## src/lfts_defs.svh

```systemverilog
// Purpose: Constants for the LED fault and thermal supervisor.
// Assumes: 40 MHz core clock.
// Notes: Timing counts are derived from the printed times.
`ifndef LFTS_DEFS_SVH
`define LFTS_DEFS_SVH
`define LFTS_NCH 6
`define LFTS_CLK_HZ 40000000
`define LFTS_HOT_TO_US 800
`define LFTS_HOT_TO_CYC (`LFTS_HOT_TO_US * (`LFTS_CLK_HZ / 1000000))
`define LFTS_POR_MS 31
`define LFTS_POR_CYC (`LFTS_POR_MS * (`LFTS_CLK_HZ / 1000))
`define LFTS_PWM_TO 6
`define LFTS_STEP_RST 2'h0
`define LFTS_STEP_MAX 2'h3
`define LFTS_PCT_FULL 7'h64
`define LFTS_PCT_75 7'h4B
`define LFTS_PCT_50 7'h32
`define LFTS_PCT_25 7'h19
`endif

```

## src/lfts_pkg.sv

```systemverilog
// Purpose: Types for the LED fault and thermal supervisor.
// Assumes: lfts_defs.svh supplies the channel count.
// Notes: Pin group order is fixed; the synchroniser treats it as a vector.
`include "lfts_defs.svh"
package lfts_pkg;
  typedef struct packed {
    logic enable;
    logic pwm;
    logic temp_low;
    logic temp_high;
    logic temp_cool;
    logic output_overvoltage_limit;
    logic ovsense_low;
    logic switch_node_short;
    logic [`LFTS_NCH-1:0] sink_high;
    logic [`LFTS_NCH-1:0] current_good;
  } lfts_pins_t;

  typedef enum logic [3:0] {
    LFTS_ST_OFF = 4'b0001,
    LFTS_ST_RUN = 4'b0010,
    LFTS_ST_HALT = 4'b0100,
    LFTS_ST_LATCH = 4'b1000
  } lfts_state_t;
endpackage : lfts_pkg

```

## src/lfts_supervisor.sv

```systemverilog
// Purpose: Channel fault time-outs, thermal halt and step-down, power-up short latch.
// Assumes: All sense inputs are asynchronous comparator levels.
// Notes: Analog loops live outside; this block only gates them.
`timescale 1ns/100ps
`include "lfts_defs.svh"
module lfts_supervisor
  import lfts_pkg::*;
#(
  parameter int unsigned HOT_CYC = `LFTS_HOT_TO_CYC,
  parameter int unsigned POR_CYC = `LFTS_POR_CYC,
  parameter int unsigned PWM_TO = `LFTS_PWM_TO
) (
  input wire logic clock_i,
  input wire logic resetn_i,
  input wire logic enable_i,
  input wire logic pwm_i,
  input wire logic temp_low_i,
  input wire logic temp_high_i,
  input wire logic temp_cool_i,
  input wire logic output_overvoltage_limit_i,
  input wire logic ovsense_low_i,
  input wire logic switch_node_short_i,
  input wire logic [`LFTS_NCH-1:0] sink_high_i,
  input wire logic [`LFTS_NCH-1:0] current_good_i,
  output logic [`LFTS_NCH-1:0] channel_on_o,
  output logic [`LFTS_NCH-1:0] channel_disabled_o,
  output logic boost_on_o,
  output logic active_o,
  output logic thermal_halt_o,
  output logic shutdown_latched_o,
  output logic [1:0] current_step_o,
  output logic [6:0] current_pct_o
);

  localparam int NCH = `LFTS_NCH;
  localparam int SW = $bits(lfts_pins_t);
  localparam int HW = $clog2(HOT_CYC + 1);
  localparam int PCW = $clog2(PWM_TO + 1);
  localparam int RW = $clog2(POR_CYC + 1);
  localparam logic [HW-1:0] HOT_LAST = HW'(HOT_CYC - 1);
  localparam logic [PCW-1:0] PWM_LAST = PCW'(PWM_TO - 1);
  localparam logic [RW-1:0] POR_LAST = RW'(POR_CYC - 1);

  // Input synchroniser: three stages, accept a change when stages two and three agree
  logic [SW-1:0] raw;
  logic [SW-1:0] s1_q, s2_q, s3_q, filt_q;
  logic [SW-1:0] s1_d, s2_d, s3_d, filt_d;
  lfts_pins_t pins;

  assign raw = {enable_i, pwm_i, temp_low_i, temp_high_i, temp_cool_i,
                output_overvoltage_limit_i, ovsense_low_i, switch_node_short_i,
                sink_high_i, current_good_i};

  always_comb begin
    s1_d = raw;
    s2_d = s1_q;
    s3_d = s2_q;
    filt_d = (s2_q & s3_q) | (filt_q & (s2_q | s3_q));
  end

  always_ff @(posedge clock_i) begin
    if (!resetn_i) begin
      s1_q <= '0;
      s2_q <= '0;
      s3_q <= '0;
      filt_q <= '0;
    end else begin
      s1_q <= s1_d;
      s2_q <= s2_d;
      s3_q <= s3_d;
      filt_q <= filt_d;
    end
  end

  assign pins = lfts_pins_t'(filt_q);

  // PWM period edge, the time base of the short and open time-outs
  logic pwm_prev_q, pwm_prev_d;
  logic pwm_rise;

  always_comb begin
    pwm_prev_d = pins.pwm;
  end

  always_ff @(posedge clock_i) begin
    if (!resetn_i) begin
      pwm_prev_q <= 1'b0;
    end else begin
      pwm_prev_q <= pwm_prev_d;
    end
  end

  assign pwm_rise = pins.pwm & ~pwm_prev_q;

  // Supervisor state, current step and power-up short watch
  lfts_state_t state_q, state_d;
  logic [1:0] step_q, step_d;
  logic [RW-1:0] por_cnt_q, por_cnt_d;
  logic por_done_q, por_done_d;
  logic sw_seen_q, sw_seen_d;
  logic ov_rose_q, ov_rose_d;
  logic short_trip;

  // A sense node that rose and then collapsed is a short, whenever it happens
  assign short_trip = ov_rose_q & pins.ovsense_low;

  always_comb begin
    state_d = state_q;
    step_d = step_q;
    por_cnt_d = por_cnt_q;
    por_done_d = por_done_q;
    sw_seen_d = sw_seen_q | pins.switch_node_short;
    ov_rose_d = ov_rose_q | ~pins.ovsense_low;
    if (state_q != LFTS_ST_OFF && !por_done_q) begin
      por_cnt_d = por_cnt_q + RW'(1);
      if (por_cnt_q == POR_LAST) begin
        por_done_d = 1'b1;
      end
    end
    case (state_q)
      LFTS_ST_OFF: begin
        step_d = `LFTS_STEP_RST;
        por_cnt_d = '0;
        por_done_d = 1'b0;
        sw_seen_d = 1'b0;
        ov_rose_d = 1'b0;
        if (pins.enable) begin
          state_d = LFTS_ST_RUN;
        end
      end
      LFTS_ST_RUN: begin
        if (pins.temp_high) begin
          state_d = LFTS_ST_HALT;
          if (step_q != `LFTS_STEP_MAX) begin
            step_d = step_q + 2'h1;
          end
        end
      end
      LFTS_ST_HALT: begin
        // Restart at the next step down once cool; stays active unless enable drops or a short latches
        if (pins.temp_cool && !pins.temp_high) begin
          state_d = LFTS_ST_RUN;
        end
      end
      LFTS_ST_LATCH: begin
        state_d = LFTS_ST_LATCH;
      end
      default: begin
        state_d = LFTS_ST_OFF;
      end
    endcase
    if (state_q == LFTS_ST_RUN || state_q == LFTS_ST_HALT) begin
      if (!por_done_q && por_cnt_q == POR_LAST) begin
        if (sw_seen_d || pins.ovsense_low) begin
          state_d = LFTS_ST_LATCH;
        end
      end
      if (short_trip) begin
        state_d = LFTS_ST_LATCH;
      end
    end
    if (!pins.enable) begin
      state_d = LFTS_ST_OFF;
    end
  end

  always_ff @(posedge clock_i) begin
    if (!resetn_i) begin
      state_q <= LFTS_ST_OFF;
      step_q <= `LFTS_STEP_RST;
      por_cnt_q <= '0;
      por_done_q <= 1'b0;
      sw_seen_q <= 1'b0;
      ov_rose_q <= 1'b0;
    end else begin
      state_q <= state_d;
      step_q <= step_d;
      por_cnt_q <= por_cnt_d;
      por_done_q <= por_done_d;
      sw_seen_q <= sw_seen_d;
      ov_rose_q <= ov_rose_d;
    end
  end

  // Per-channel fault tracking; no channel looks at another's state
  logic [NCH-1:0] dis_q;
  logic run;

  assign run = (state_q == LFTS_ST_RUN);

  generate
    for (genvar i = 0; i < NCH; i++) begin : g_ch
      logic good_q, good_d;
      logic dis_d;
      logic [PCW-1:0] pcnt_q, pcnt_d;
      logic [HW-1:0] tcnt_q, tcnt_d;
      logic open_c;
      logic short_c;

      // Below target counts as open once good, or at over-voltage or lower trip
      assign open_c = ~pins.current_good[i] &
                      (good_q | pins.output_overvoltage_limit | pins.temp_low);
      // Only the 4 V comparator marks a short; a lower sink keeps driving
      assign short_c = pins.sink_high[i];

      always_comb begin
        good_d = good_q;
        dis_d = dis_q[i];
        pcnt_d = pcnt_q;
        tcnt_d = tcnt_q;
        if (state_q == LFTS_ST_OFF) begin
          good_d = 1'b0;
          dis_d = 1'b0;
          pcnt_d = '0;
          tcnt_d = '0;
        end else if (!run || dis_q[i]) begin
          // Halted current sources read as low current; do not judge them
          pcnt_d = '0;
          tcnt_d = '0;
        end else begin
          if (pins.current_good[i]) begin
            good_d = 1'b1;
          end
          if (open_c || short_c) begin
            if (pwm_rise) begin
              pcnt_d = pcnt_q + PCW'(1);
              if (pcnt_q == PWM_LAST) begin
                dis_d = 1'b1;
              end
            end
          end else begin
            pcnt_d = '0;
          end
          // Faster fixed time-out while hot, to stay clear of the upper trip
          if (open_c && pins.temp_low) begin
            tcnt_d = tcnt_q + HW'(1);
            if (tcnt_q == HOT_LAST) begin
              dis_d = 1'b1;
            end
          end else begin
            tcnt_d = '0;
          end
        end
      end

      always_ff @(posedge clock_i) begin
        if (!resetn_i) begin
          good_q <= 1'b0;
          dis_q[i] <= 1'b0;
          pcnt_q <= '0;
          tcnt_q <= '0;
        end else begin
          good_q <= good_d;
          dis_q[i] <= dis_d;
          pcnt_q <= pcnt_d;
          tcnt_q <= tcnt_d;
        end
      end
    end
  endgenerate

  // Registered outputs
  logic [NCH-1:0] ch_on_q, ch_on_d;
  logic boost_q, boost_d;
  logic active_q, active_d;
  logic halt_q, halt_d;
  logic latch_q, latch_d;
  logic [6:0] pct_q, pct_d;

  always_comb begin
    ch_on_d = run ? ~dis_q : '0;
    boost_d = run;
    active_d = (state_q == LFTS_ST_RUN) || (state_q == LFTS_ST_HALT);
    halt_d = (state_q == LFTS_ST_HALT);
    latch_d = (state_q == LFTS_ST_LATCH);
    case (step_q)
      2'h0: pct_d = `LFTS_PCT_FULL;
      2'h1: pct_d = `LFTS_PCT_75;
      2'h2: pct_d = `LFTS_PCT_50;
      2'h3: pct_d = `LFTS_PCT_25;
      default: pct_d = `LFTS_PCT_FULL;
    endcase
  end

  always_ff @(posedge clock_i) begin
    if (!resetn_i) begin
      ch_on_q <= '0;
      boost_q <= 1'b0;
      active_q <= 1'b0;
      halt_q <= 1'b0;
      latch_q <= 1'b0;
      pct_q <= `LFTS_PCT_FULL;
    end else begin
      ch_on_q <= ch_on_d;
      boost_q <= boost_d;
      active_q <= active_d;
      halt_q <= halt_d;
      latch_q <= latch_d;
      pct_q <= pct_d;
    end
  end

  assign channel_on_o = ch_on_q;
  assign channel_disabled_o = dis_q;
  assign boost_on_o = boost_q;
  assign active_o = active_q;
  assign thermal_halt_o = halt_q;
  assign shutdown_latched_o = latch_q;
  assign current_step_o = step_q;
  assign current_pct_o = pct_q;

endmodule : lfts_supervisor

```

## config.mk

```make
export PLATFORM = sky130hd
export DESIGN_NAME = lfts_supervisor
export DESIGN_NICKNAME = d
export VERILOG_FILES = /design/src/lfts_pkg.sv /design/src/lfts_supervisor.sv
export VERILOG_INCLUDE_DIRS = /design/src /design/src/src
export SDC_FILE = /design/constraint.sdc
export NUM_CORES = 1
export LEC_CHECK = 0
export BUFFER_PORTS_ARGS = -buffer_cell sky130_fd_sc_hd__buf_2
export CORE_ASPECT_RATIO = 0.7
export CORE_UTILIZATION = 51
export CTS_CLUSTER_DIAMETER = 80
export CTS_CLUSTER_SIZE = 16
export DETAILED_ROUTE_END_ITERATION = 6
export HOLD_SLACK_MARGIN = 0.06
export PLACE_DENSITY = 0.68
export SLEW_MARGIN = 40
export SYNTH_ARGS = -nofsm -noshare
export SYNTH_HDL_FRONTEND = slang
export SYNTH_SLANG_ARGS = --single-unit
```

## constraint.sdc

```tcl
create_clock -name clock_i -period 2.2 [get_ports clock_i]
set_input_delay 0.66 -clock clock_i [delete_from_list [all_inputs] [get_ports clock_i]]
set_output_delay 0.66 -clock clock_i [all_outputs]
set_load 0.05 [all_outputs]
```

==> results of run 1 <==
[synth_stat cells (4+ instances only)]
| cell type | instances | area, um^2 |
|---|---|---|
| nand2_1 | 74 | 278 |
| o31ai_1 | 10 | 75.1 |
| buf_2 | 9 | 45.0 |
| a211oi_1 | 7 | 52.6 |
| nand3_1 | 40 | 200 |
| or3_1 | 13 | 81.3 |
| buf_4 | 4 | 30.0 |
| and4_1 | 13 | 114 |
| nand2b_1 | 4 | 25.0 |
| or4_1 | 18 | 135 |
| and3_1 | 5 | 31.3 |
| nand4_1 | 23 | 144 |
| o21ai_0 | 25 | 125 |
| nor2b_1 | 9 | 56.3 |
| xnor2_1 | 62 | 543 |
| xor2_1 | 28 | 245 |
| nor4b_1 | 11 | 96.3 |
| nor2_1 | 143 | 537 |
| o41a_1 | 5 | 56.3 |
| and2_1 | 67 | 419 |
| or2_2 | 4 | 25.0 |
| o21a_1 | 6 | 45.0 |
| nor3_1 | 20 | 100 |
| a31oi_1 | 9 | 56.3 |
| inv_1 | 37 | 139 |
| a21oi_1 | 42 | 210 |
| clkbuf_1 | 30 | 113 |
| ha_1 | 23 | 288 |
| dfxtp_1 | 247 | 4940 |
| nor4_1 | 24 | 150 |
[sequential cells by signal, summed over array words and instances (netlist names), 6 cells and up]
name,flops
g_ch.tcnt_q,90
por_cnt_q,21
filt_q,20
s1_q,20
s2_q,20
s3_q,20
g_ch.pcnt_q,18
channel_disabled_o,6
channel_on_o,6
current_pct_o,6
g_ch.good_q,6
[final cells by class]
cell class,instances,area [um^2]
tap,236,295
multi-input combinational,717,4390
fill,1605,7680
clock buffer,19,475
sequential,247,4940
inverter,38,143
timing repair buffer,63,370
clock inverter,1,11.3
[power by group through the flow]
stage | clock network, mW | logic, mW | registers (mW)
after global routing | 3.29 | 0.0920 | 4.54
after detailed placement | 0 | 0.0820 | 4.64
after global placement | 0 | 0.0801 | 4.63
after CTS | 3.13 | 0.0818 | 4.53
after floorplan | 0 | 0.0515 | 4.63
final | 3.03 | 0.0796 | 4.53
[layer usage]
metal	wire length, um	global-route usage, %
met1	9550	26.8
met2	7490	30.6
met3	593	3.13
met4	342	4.75
met5	0	0
[cell families after synthesis]
logic type                 Yosys count  synth area share (%)
and+or+nand+nor                    484                  26.4
buffers and inverters               83                  3.57
muxes                                3                 0.310
AOI/OAI and AO/OA                  117                  7.54
xor gates and xnor gates            90                  8.15
adders and majority gates           23                  2.97
DFF                                247                  51.1
[timing repair]
action	4_1_cts	5_1_grt
endpoints found under the setup margin	0	90
gates resized for setup	0	1
buffers inserted	0	0
[worst min path at each step]
stage | end | slack (ns) | cells after the start
2_1_floorplan | state_q[0] | 0.40 | 1
3_3_place_gp | s2_q[12] | 0.41 | 1
3_5_place_dp | s2_q[14] | 0.42 | 1
4_1_cts | s1_q[9] | 0.35 | 2
5_1_grt | s1_q[13] | 0.36 | 2
6_report | s1_q[9] | 0.37 | 2
[critical path, stage by stage, from the launching register on]
cell	delay (ns)
dfxtp_1	0.31
buf_4	0.16
nor4b_4	0.34
nand3_1	0.39
or3_1	0.68
nor2_1	0.21
[cell usage in the layout (no fill, tap or decap), types with 25 or more instances in the layout]
master   synthesis  final
xnor2_1         62     62
nand3_1         40     40
nor2_1         143    143
a21oi_1         42     42
xor2_1          28     28
o21ai_0         25     25
inv_1           37     37
buf_2            9     46
nand2_1         74     74
dfxtp_1        247    247
and2_1          67     67
[stage by stage]
step | hold slack (ns) | area [um^2] | power, mW | setup slack [ns] | instances
2_1_floorplan | 0.403 | 9680 | 4.68 | 0.364 | 1047
3_3_place_gp | 0.413 | 10100 | 4.72 | 0.0550 | 1301
3_5_place_dp | 0.418 | 10100 | 4.72 | -0.00533 | 1301
4_1_cts | 0.352 | 10600 | 7.74 | 0.0156 | 1321
5_1_grt | 0.362 | 10600 | 7.92 | -0.131 | 1321
6_report | 0.366 | 10600 | 7.64 | 0.0291 | 1321
==> metrics.cfg, run 1 <==
[outcome]
outcome = complete, no violations

[clock_tree]
cts_tree = yes
insertion_delay_ns = 0.49
htreeDepth = 1
clkTransAtPathRegs_ns = 0.07
cts_root_buf = clkbuf_16
cts_hold_buf = 0
numCtsBuffers = 19
cts_buffer_depth = 3
cts_num_sinks = 247

[sta]
setup_tns_ns = 0
finalSetupViolations = 0
fin_crit_sh_pct = 98.7
hold_viol_final = 0
worst_pin_slew_ns = 0.555
fmax_ghz = 0.461
slew_violations = 0
finalCriticalPeriod_ns = 2.17
finClkSkew_ns = 0.00837
slew_headroom_pct = 62.5
rsz0062_at_grt = true

[logic_synthesis]
syn_avg_cell_area_um2 = 9.24
synth-main-ff-cell = dfxtp_1
synth_warnings = 0
synth-seq-cells = 247
synthArstFlopShare_pct = 0
synth_sequential_area_ratio_pct = 51.1
synthCells = 1047
netlist_area_mm2 = 0.00968
synth_edf_count = 0
synth.distinct_cells = 54
syn_nets = 1092

[power]
leakage_nw = 3.55
p_int_mw = 6.10
combPwrFrac_pct = 1.0
p_clk_share_pct = 39.6
sw_frac_of_total_pct = 20.2
seqPwrFrac_pct = 59.3
power_density_mw_per_mm2 = 719
ir_worst_vdd_mv = 0.458
power.switching_mw = 1.54

[route]
drtIter0Drc = 426
wl_per_cell_um = 13.6
wirelength_mm = 18.0
drt_first_pass_iters = 5
vias_per_cell = 5.28
ant_nets = 0
route.detailed.drc = 0
vias = 6970

[flow_run]
drv_cap = 0

[placement]
dp_hpwl_mm = 12.2
gp_congestion = 0.828
numPortBuffers = 46

[die]
initial_core_util_pct = 52.8
fp.dieH_um = 117
io_pins = 47
die_width_um = 167
core_area_mm2 = 0.0183
die-area_mm2 = 0.0195
rows = 41

[worst_setup_path]
required_ns = 2.61
rrSetupSlack_ns = 0.03
crit_start = state_q[0]
r2r_cells = 5
arrival_ns = 2.58
crit_type = register to register
worst_setup_path_start_kind = register
reg2reg_from = state_q[0]
r2r_end = g_ch[2].tcnt_q[7]
crit_fanout = 15
crit_path_end_kind = register
endpoint = g_ch[2].tcnt_q[7]

[global_route]
track_usage_pct = 19.0
grt_overflow_total = 0
antenna_found_initial = 0
grt_max_degree = 58
grt_first_pass_wirelength_mm = 30.8
grt_pass1_vias = 6388

[finish]
drive_above_1_share_pct = 8.94
fin_nets = 1131
antenna_cells = 0
area_delta_synth_final_pct = 9.89
final_core_utilization_pct = 58.1

[min_path]
hold_class = primary input to register
holdCritStartpoint = sink_high_i[3]

(Power assumes the default switching activity.)
==> run 2, diff against run 1 <==
ABC_AREA = 1   (was not set)
RECOVER_POWER = 25   (was not set)
==> run 2 against run 1 <==
Net effect: routed wire length down 3.6%; worst setup slack improved by 0.22 ns; utilization is 0.36 points higher; flip-flop and latch count unchanged; clock-buffer cell count stayed put; clock power barely moved; critical path type is now register to primary output; largest power group unchanged.
==> metrics.cfg, run 2 <==
[outcome]
outcome = complete, no violations

[finish]
antenna_cells = 0
most-common-layout-cells = dfxtp_1 (247), nand2_1 (243), inv_1 (191), nor2_1 (191), a21oi_1 (82)
top_regs = g_ch.tcnt_q (90), por_cnt_q (21)
finalInstanceArea_mm2 = 0.0107
fin_nets = 1351
final_common_cell = dfxtp_1
regMostFlops = g_ch.tcnt_q
drive_above_1_share_pct = 9.34
largest_register_ffs = 90
area_delta_synth_final_pct = 10.1

[flow_run]
drv_cap = 0

[global_route]
grt_first_pass_wirelength_mm = 29.5
grt_max_degree = 88
antenna_found_initial = 0
grt_pass1_vias = 6277
grt_overflow_total = 0
track_usage_pct = 17.8

[logic_synthesis]
yosys.area.top_type = dfxtp_1
netlist_area_mm2 = 0.00974
synth_warnings = 0
synth_edf_count = 0
synthArstFlopShare_pct = 0
synth_top_area_share_pct = 50.7
synth_area_leaders = dfxtp_1 (51%), nand2_1 (9.4%), inv_1 (7.4%), nor2_1 (7.4%), a21oi_1 (4.2%)
synthTopCellsByCount = dfxtp_1 (247), nand2_1 (243), inv_1 (191), nor2_1 (191), a21oi_1 (82)
synthCells = 1252
syn_avg_cell_area_um2 = 7.78
syn_nets = 1297
synth_sequential_area_ratio_pct = 50.7
synth-main-ff-cell = dfxtp_1
synth.distinct_cells = 43
synth-seq-cells = 247
post-synth-top-count-cell = dfxtp_1

[sta]
fmax_ghz = 0.513
rsz0062_at_grt = false
worst_pin_slew_ns = 0.505
finClkSkew_ns = 0.0148
finalSetupViolations = 0
hold_viol_final = 0
finalCriticalPeriod_ns = 1.95
fin_crit_sh_pct = 88.6
slew_violations = 0
slew_headroom_pct = 66.3
setup_tns_ns = 0

[route]
wl_per_cell_um = 11.2
route.detailed.drc = 0
wl_met2_mm = 6.64
drtIter0Drc = 477
ant_nets = 0
routedLengthMet1_mm = 9.71
drt_first_pass_iters = 5
vias = 7270
maxUsedRoutingLayer = met4
wirelength_mm = 17.3
dr_wl_met3_um = 678
vias_per_cell = 4.71

[clock_tree]
postCtsSetupBuffers = 0
cts_root_buf = clkbuf_16
cts_buffer_depth = 3
cts_num_sinks = 247
cts_tree = yes
post_cts_resized = 0
htreeDepth = 1
insertion_delay_ns = 0.50
numCtsBuffers = 19
cts_hold_buf = 0
clkTransAtPathRegs_ns = 0.07

[worst_setup_path]
path_depth = 1
worst_setup_path_start_kind = register
r2r_cells = 8
reg2reg_from = state_q[3]
arrival_ns = 1.29
cp_top_family = flip-flops
crit_path_end_kind = primary output
crit_buf_inv = 1
crit_start = channel_disabled_o[2]
crit_fanout = 3
rrSetupSlack_ns = 0.44
cpPeakStageDelay_ns = 0.47
crit_type = register to primary output
crit_path_cell_trace = buf_2
required_ns = 1.54
slowest_stage = dfxtp_1
r2r_end = g_ch[5].tcnt_q[12]
endpoint = channel_disabled_o[2]

[placement]
numPortBuffers = 46
dp_hpwl_mm = 12.3
gp_congestion = 0.836
place_area_mm2 = 0.0102

[die]
core_area_mm2 = 0.0184
fp.dieH_um = 118
io_pins = 47
die-area_mm2 = 0.0197
rows = 41
initial_core_util_pct = 53.1
die_width_um = 167

[min_path]
hold_class = primary input to register

[power]
p_int_mw = 6.10
power.switching_mw = 1.59
p_clk_share_pct = 39.8
leakage_nw = 4.56
ir_worst_vdd_mv = 0.413
sw_frac_of_total_pct = 20.6
power_density_mw_per_mm2 = 717
seqPwrFrac_pct = 58.9
combPwrFrac_pct = 1.2

run 2: cell count changes after synthesis, moves of 23 or more:
cell / before / now
a21oi_1: 42 / 82
and2_1: 67 / 0
inv_1: 37 / 191
nand2_1: 74 / 243
nor2_1: 143 / 191
nor4_1: 24 / 1
xnor2_1: 62 / 15
run 2: power groups by stage:
stage          clock (mW)  sequential [mW]  combinational, mW
2_1_floorplan           0             4.63             0.0621
3_3_place_gp            0             4.64             0.0933
3_5_place_dp            0             4.64             0.0950
4_1_cts              3.16             4.53             0.0951
5_1_grt              3.34             4.54              0.109
6_report             3.06             4.53             0.0932
run 2: final cells by class:
| cell class | instances | area, um^2 |
|---|---|---|
| repair buffers | 51 | 279 |
| fillers | 1687 | 7640 |
| clock inverters | 2 | 20.0 |
| clock buffers | 19 | 475 |
| multi-input cells | 786 | 3960 |
| inverters | 201 | 758 |
| well taps | 236 | 295 |
| flip-flops and latches | 247 | 4940 |
run 2: logic make-up (layout without fill, tap and decap cells):
kind of cell / Yosys count / after routing / share of synthesized area [%]
XOR/XNOR: 39 / 39 / 3.51
AO/OA/AOI/OAI: 160 / 160 / 8.83
flip-flops: 247 / 247 / 50.7
buffers and inverters: 219 / 273 / 8.65
AND/OR/NAND/NOR: 564 / 564 / 25.3
adder cells (fa/ha/maj): 23 / 23 / 2.95
run 2: metal layers:
layer,vias to the layer above,track usage [%]
li1,3983,-
met1,3170,28.1
met2,90,24.8
met3,27,2.89
met4,0,3.90
met5,-,0
run 2: how the worst min path moves through the flow:
stage,to,cells past startpoint,slack [ns],from
2_1_floorplan,s2_q[0],2,0.39,s1_q[0]
3_3_place_gp,s2_q[12],2,0.39,s1_q[12]
3_5_place_dp,s2_q[15],2,0.40,s1_q[15]
4_1_cts,s1_q[19],3,0.33,enable_i
5_1_grt,s1_q[16],3,0.33,temp_high_i
6_report,s1_q[19],3,0.34,enable_i
run 2: through the flow:
stage	setup slack, ns	util (%)	hold slack (ns)	total power, mW	std cells
after floorplan	0.646	-	0.390	4.69	1252
after global placement	0.316	55.7	0.394	4.73	1521
after detailed placement	0.300	55.7	0.396	4.73	1521
after CTS	0.215	58.4	0.327	7.78	1542
after global routing	0.198	58.4	0.329	7.99	1542
final	0.250	58.4	0.343	7.69	1542
==> run 3, diff against run 2 <==
CORE_UTILIZATION = 40   (was 51)
PLACE_DENSITY = not set   (was 0.68)
==> run 3 against run 2 <==
Net effect: worst hold slack lost 0.014 ns; cell area grew 0.89%; combinational power grew 0.5%; register-to-register slack is essentially flat; die area grew 27%; utilization shrank 13 points; critical path depth is the same; critical path type unchanged; critical endpoint is now channel_disabled_o[1].
==> metrics.cfg, run 3 (same netlist as run 2, synthesis figures left out) <==
[clock_tree]
cts_buffer_depth = 3
insertion_delay_ns = 0.51
post_cts_resized = 0
numCtsBuffers = 19
cts_num_sinks = 247
clkTransAtPathRegs_ns = 0.07
postCtsSetupBuffers = 0
cts_hold_buf = 0
htreeDepth = 1
cts_root_buf = clkbuf_16
cts_tree = yes

[finish]
most-common-layout-cells = dfxtp_1 (247), nand2_1 (243), inv_1 (191), nor2_1 (191), a21oi_1 (82)
final_core_utilization_pct = 45.6
largest_register_ffs = 90
antenna_cells = 0
stdcell_count = 1623
area_delta_synth_final_pct = 11.1
top_regs = g_ch.tcnt_q (90), por_cnt_q (21)
final_common_cell = dfxtp_1
regMostFlops = g_ch.tcnt_q
fin_nets = 1350
drive_above_1_share_pct = 9.27

[worst_setup_path]
crit_fanout = 3
required_ns = 1.54
crit_path_cell_trace = buf_2
cp_top_family = flip-flops
slowest_stage = dfxtp_1
arrival_ns = 1.30
crit_buf_inv = 1
worst_setup_path_start_kind = register
crit_type = register to primary output
crit_path_end_kind = primary output
cpPeakStageDelay_ns = 0.47

[sta]
slew_headroom_pct = 68.0
hold_viol_final = 0
layout_setup_ws_ns = 0.235
finClkSkew_ns = 0.0248
fmax_ghz = 0.509
fin_crit_sh_pct = 89.3
slew_violations = 0
finalCriticalPeriod_ns = 1.96
finalSetupViolations = 0
setup_tns_ns = 0
worst_pin_slew_ns = 0.480
rsz0062_at_grt = false

[route]
ant_nets = 0
wirelength_mm = 17.5
vias = 7294
route.detailed.drc = 0
wl_per_cell_um = 10.8
drtIter0Drc = 351
vias_per_cell = 4.49
drt_first_pass_iters = 5

[power]
power_density_mw_per_mm2 = 711
total_power_mw = 7.70
leakage_nw = 4.55
ir_worst_vdd_mv = 0.543

[global_route]
grt_use_met3_pct = 2.63
antenna_found_initial = 0
grt_max_degree = 88
use_met2_pct = 20.5
grt_util_met1_pct = 21.8
grt_first_pass_wirelength_mm = 30.1
grt_overflow_total = 0
track_usage_pct = 14.3
grt_pass1_vias = 6498
top_usage_layer = met1

[placement]
dp_hpwl_mm = 12.5
numPortBuffers = 46
gp_congestion = 0.779
pre_cts_ws_ns = 0.253
place_inst = 1602

[die]
die_width_um = 189
io_pins = 47
die-area_mm2 = 0.0250
rows = 47
initial_core_util_pct = 41.0
core_area_mm2 = 0.0238
fp.dieH_um = 133

[flow_run]
drv_cap = 0

[min_path]
hold_class = primary input to register

[outcome]
outcome = complete, no violations

run 3: final cells by class:
| type | count | area [um^2] |
|---|---|---|
| Fill cell | 2378 | 12900 |
| Clock inverter | 2 | 20.0 |
| Timing Repair Buffer | 50 | 272 |
| Multi-Input combinational cell | 786 | 3960 |
| Sequential cell | 247 | 4940 |
| Inverter | 201 | 758 |
| Tap cell | 318 | 398 |
| Clock buffer | 19 | 475 |
run 3: where the power goes:
group / switching [mW] / internal [mW] / leakage, nW
combinational: 0.0559 / 0.0378 / 2.31
clock: 1.52 / 1.55 / 0.245
sequential: 0.0181 / 4.51 / 2.00
total: 1.60 / 6.10 / 4.55
run 3: tightest hold or removal path, delay by kind of cell:
kind          cells  cell delay (ns)
simple gates      1             0.04
buf+inv           2             0.12
run 3: final timing paths:
path	endpoint	slack [ns]	start	cells past startpoint
worst min-delay path	s1_q[13]	0.33	ovsense_low_i	3
worst max register to register	g_ch[5].tcnt_q[9]	0.43	state_q[2]	9
worst max-delay path	channel_disabled_o[1]	0.24	channel_disabled_o[1]	1
worst min register to register	s2_q[7]	0.41	s1_q[7]	2
run 3: metrics by stage:
stage	area (um^2)	hold WS, ns
detailed placement	10300	0.400
floorplan	9740	0.390
global route	10800	0.317
finish	10800	0.330
CTS	10800	0.312
global placement	10300	0.394
run 3: metal layers:
layer  routed length [um]  vias to the layer above  part of all wire (%)
li1                     -                     3990                     -
met1                 9940                     3199                    57
met2                 6640                       78                    38
met3                  624                       27                   3.6
met4                  323                        0                   1.8
met5                    0                        -                     0
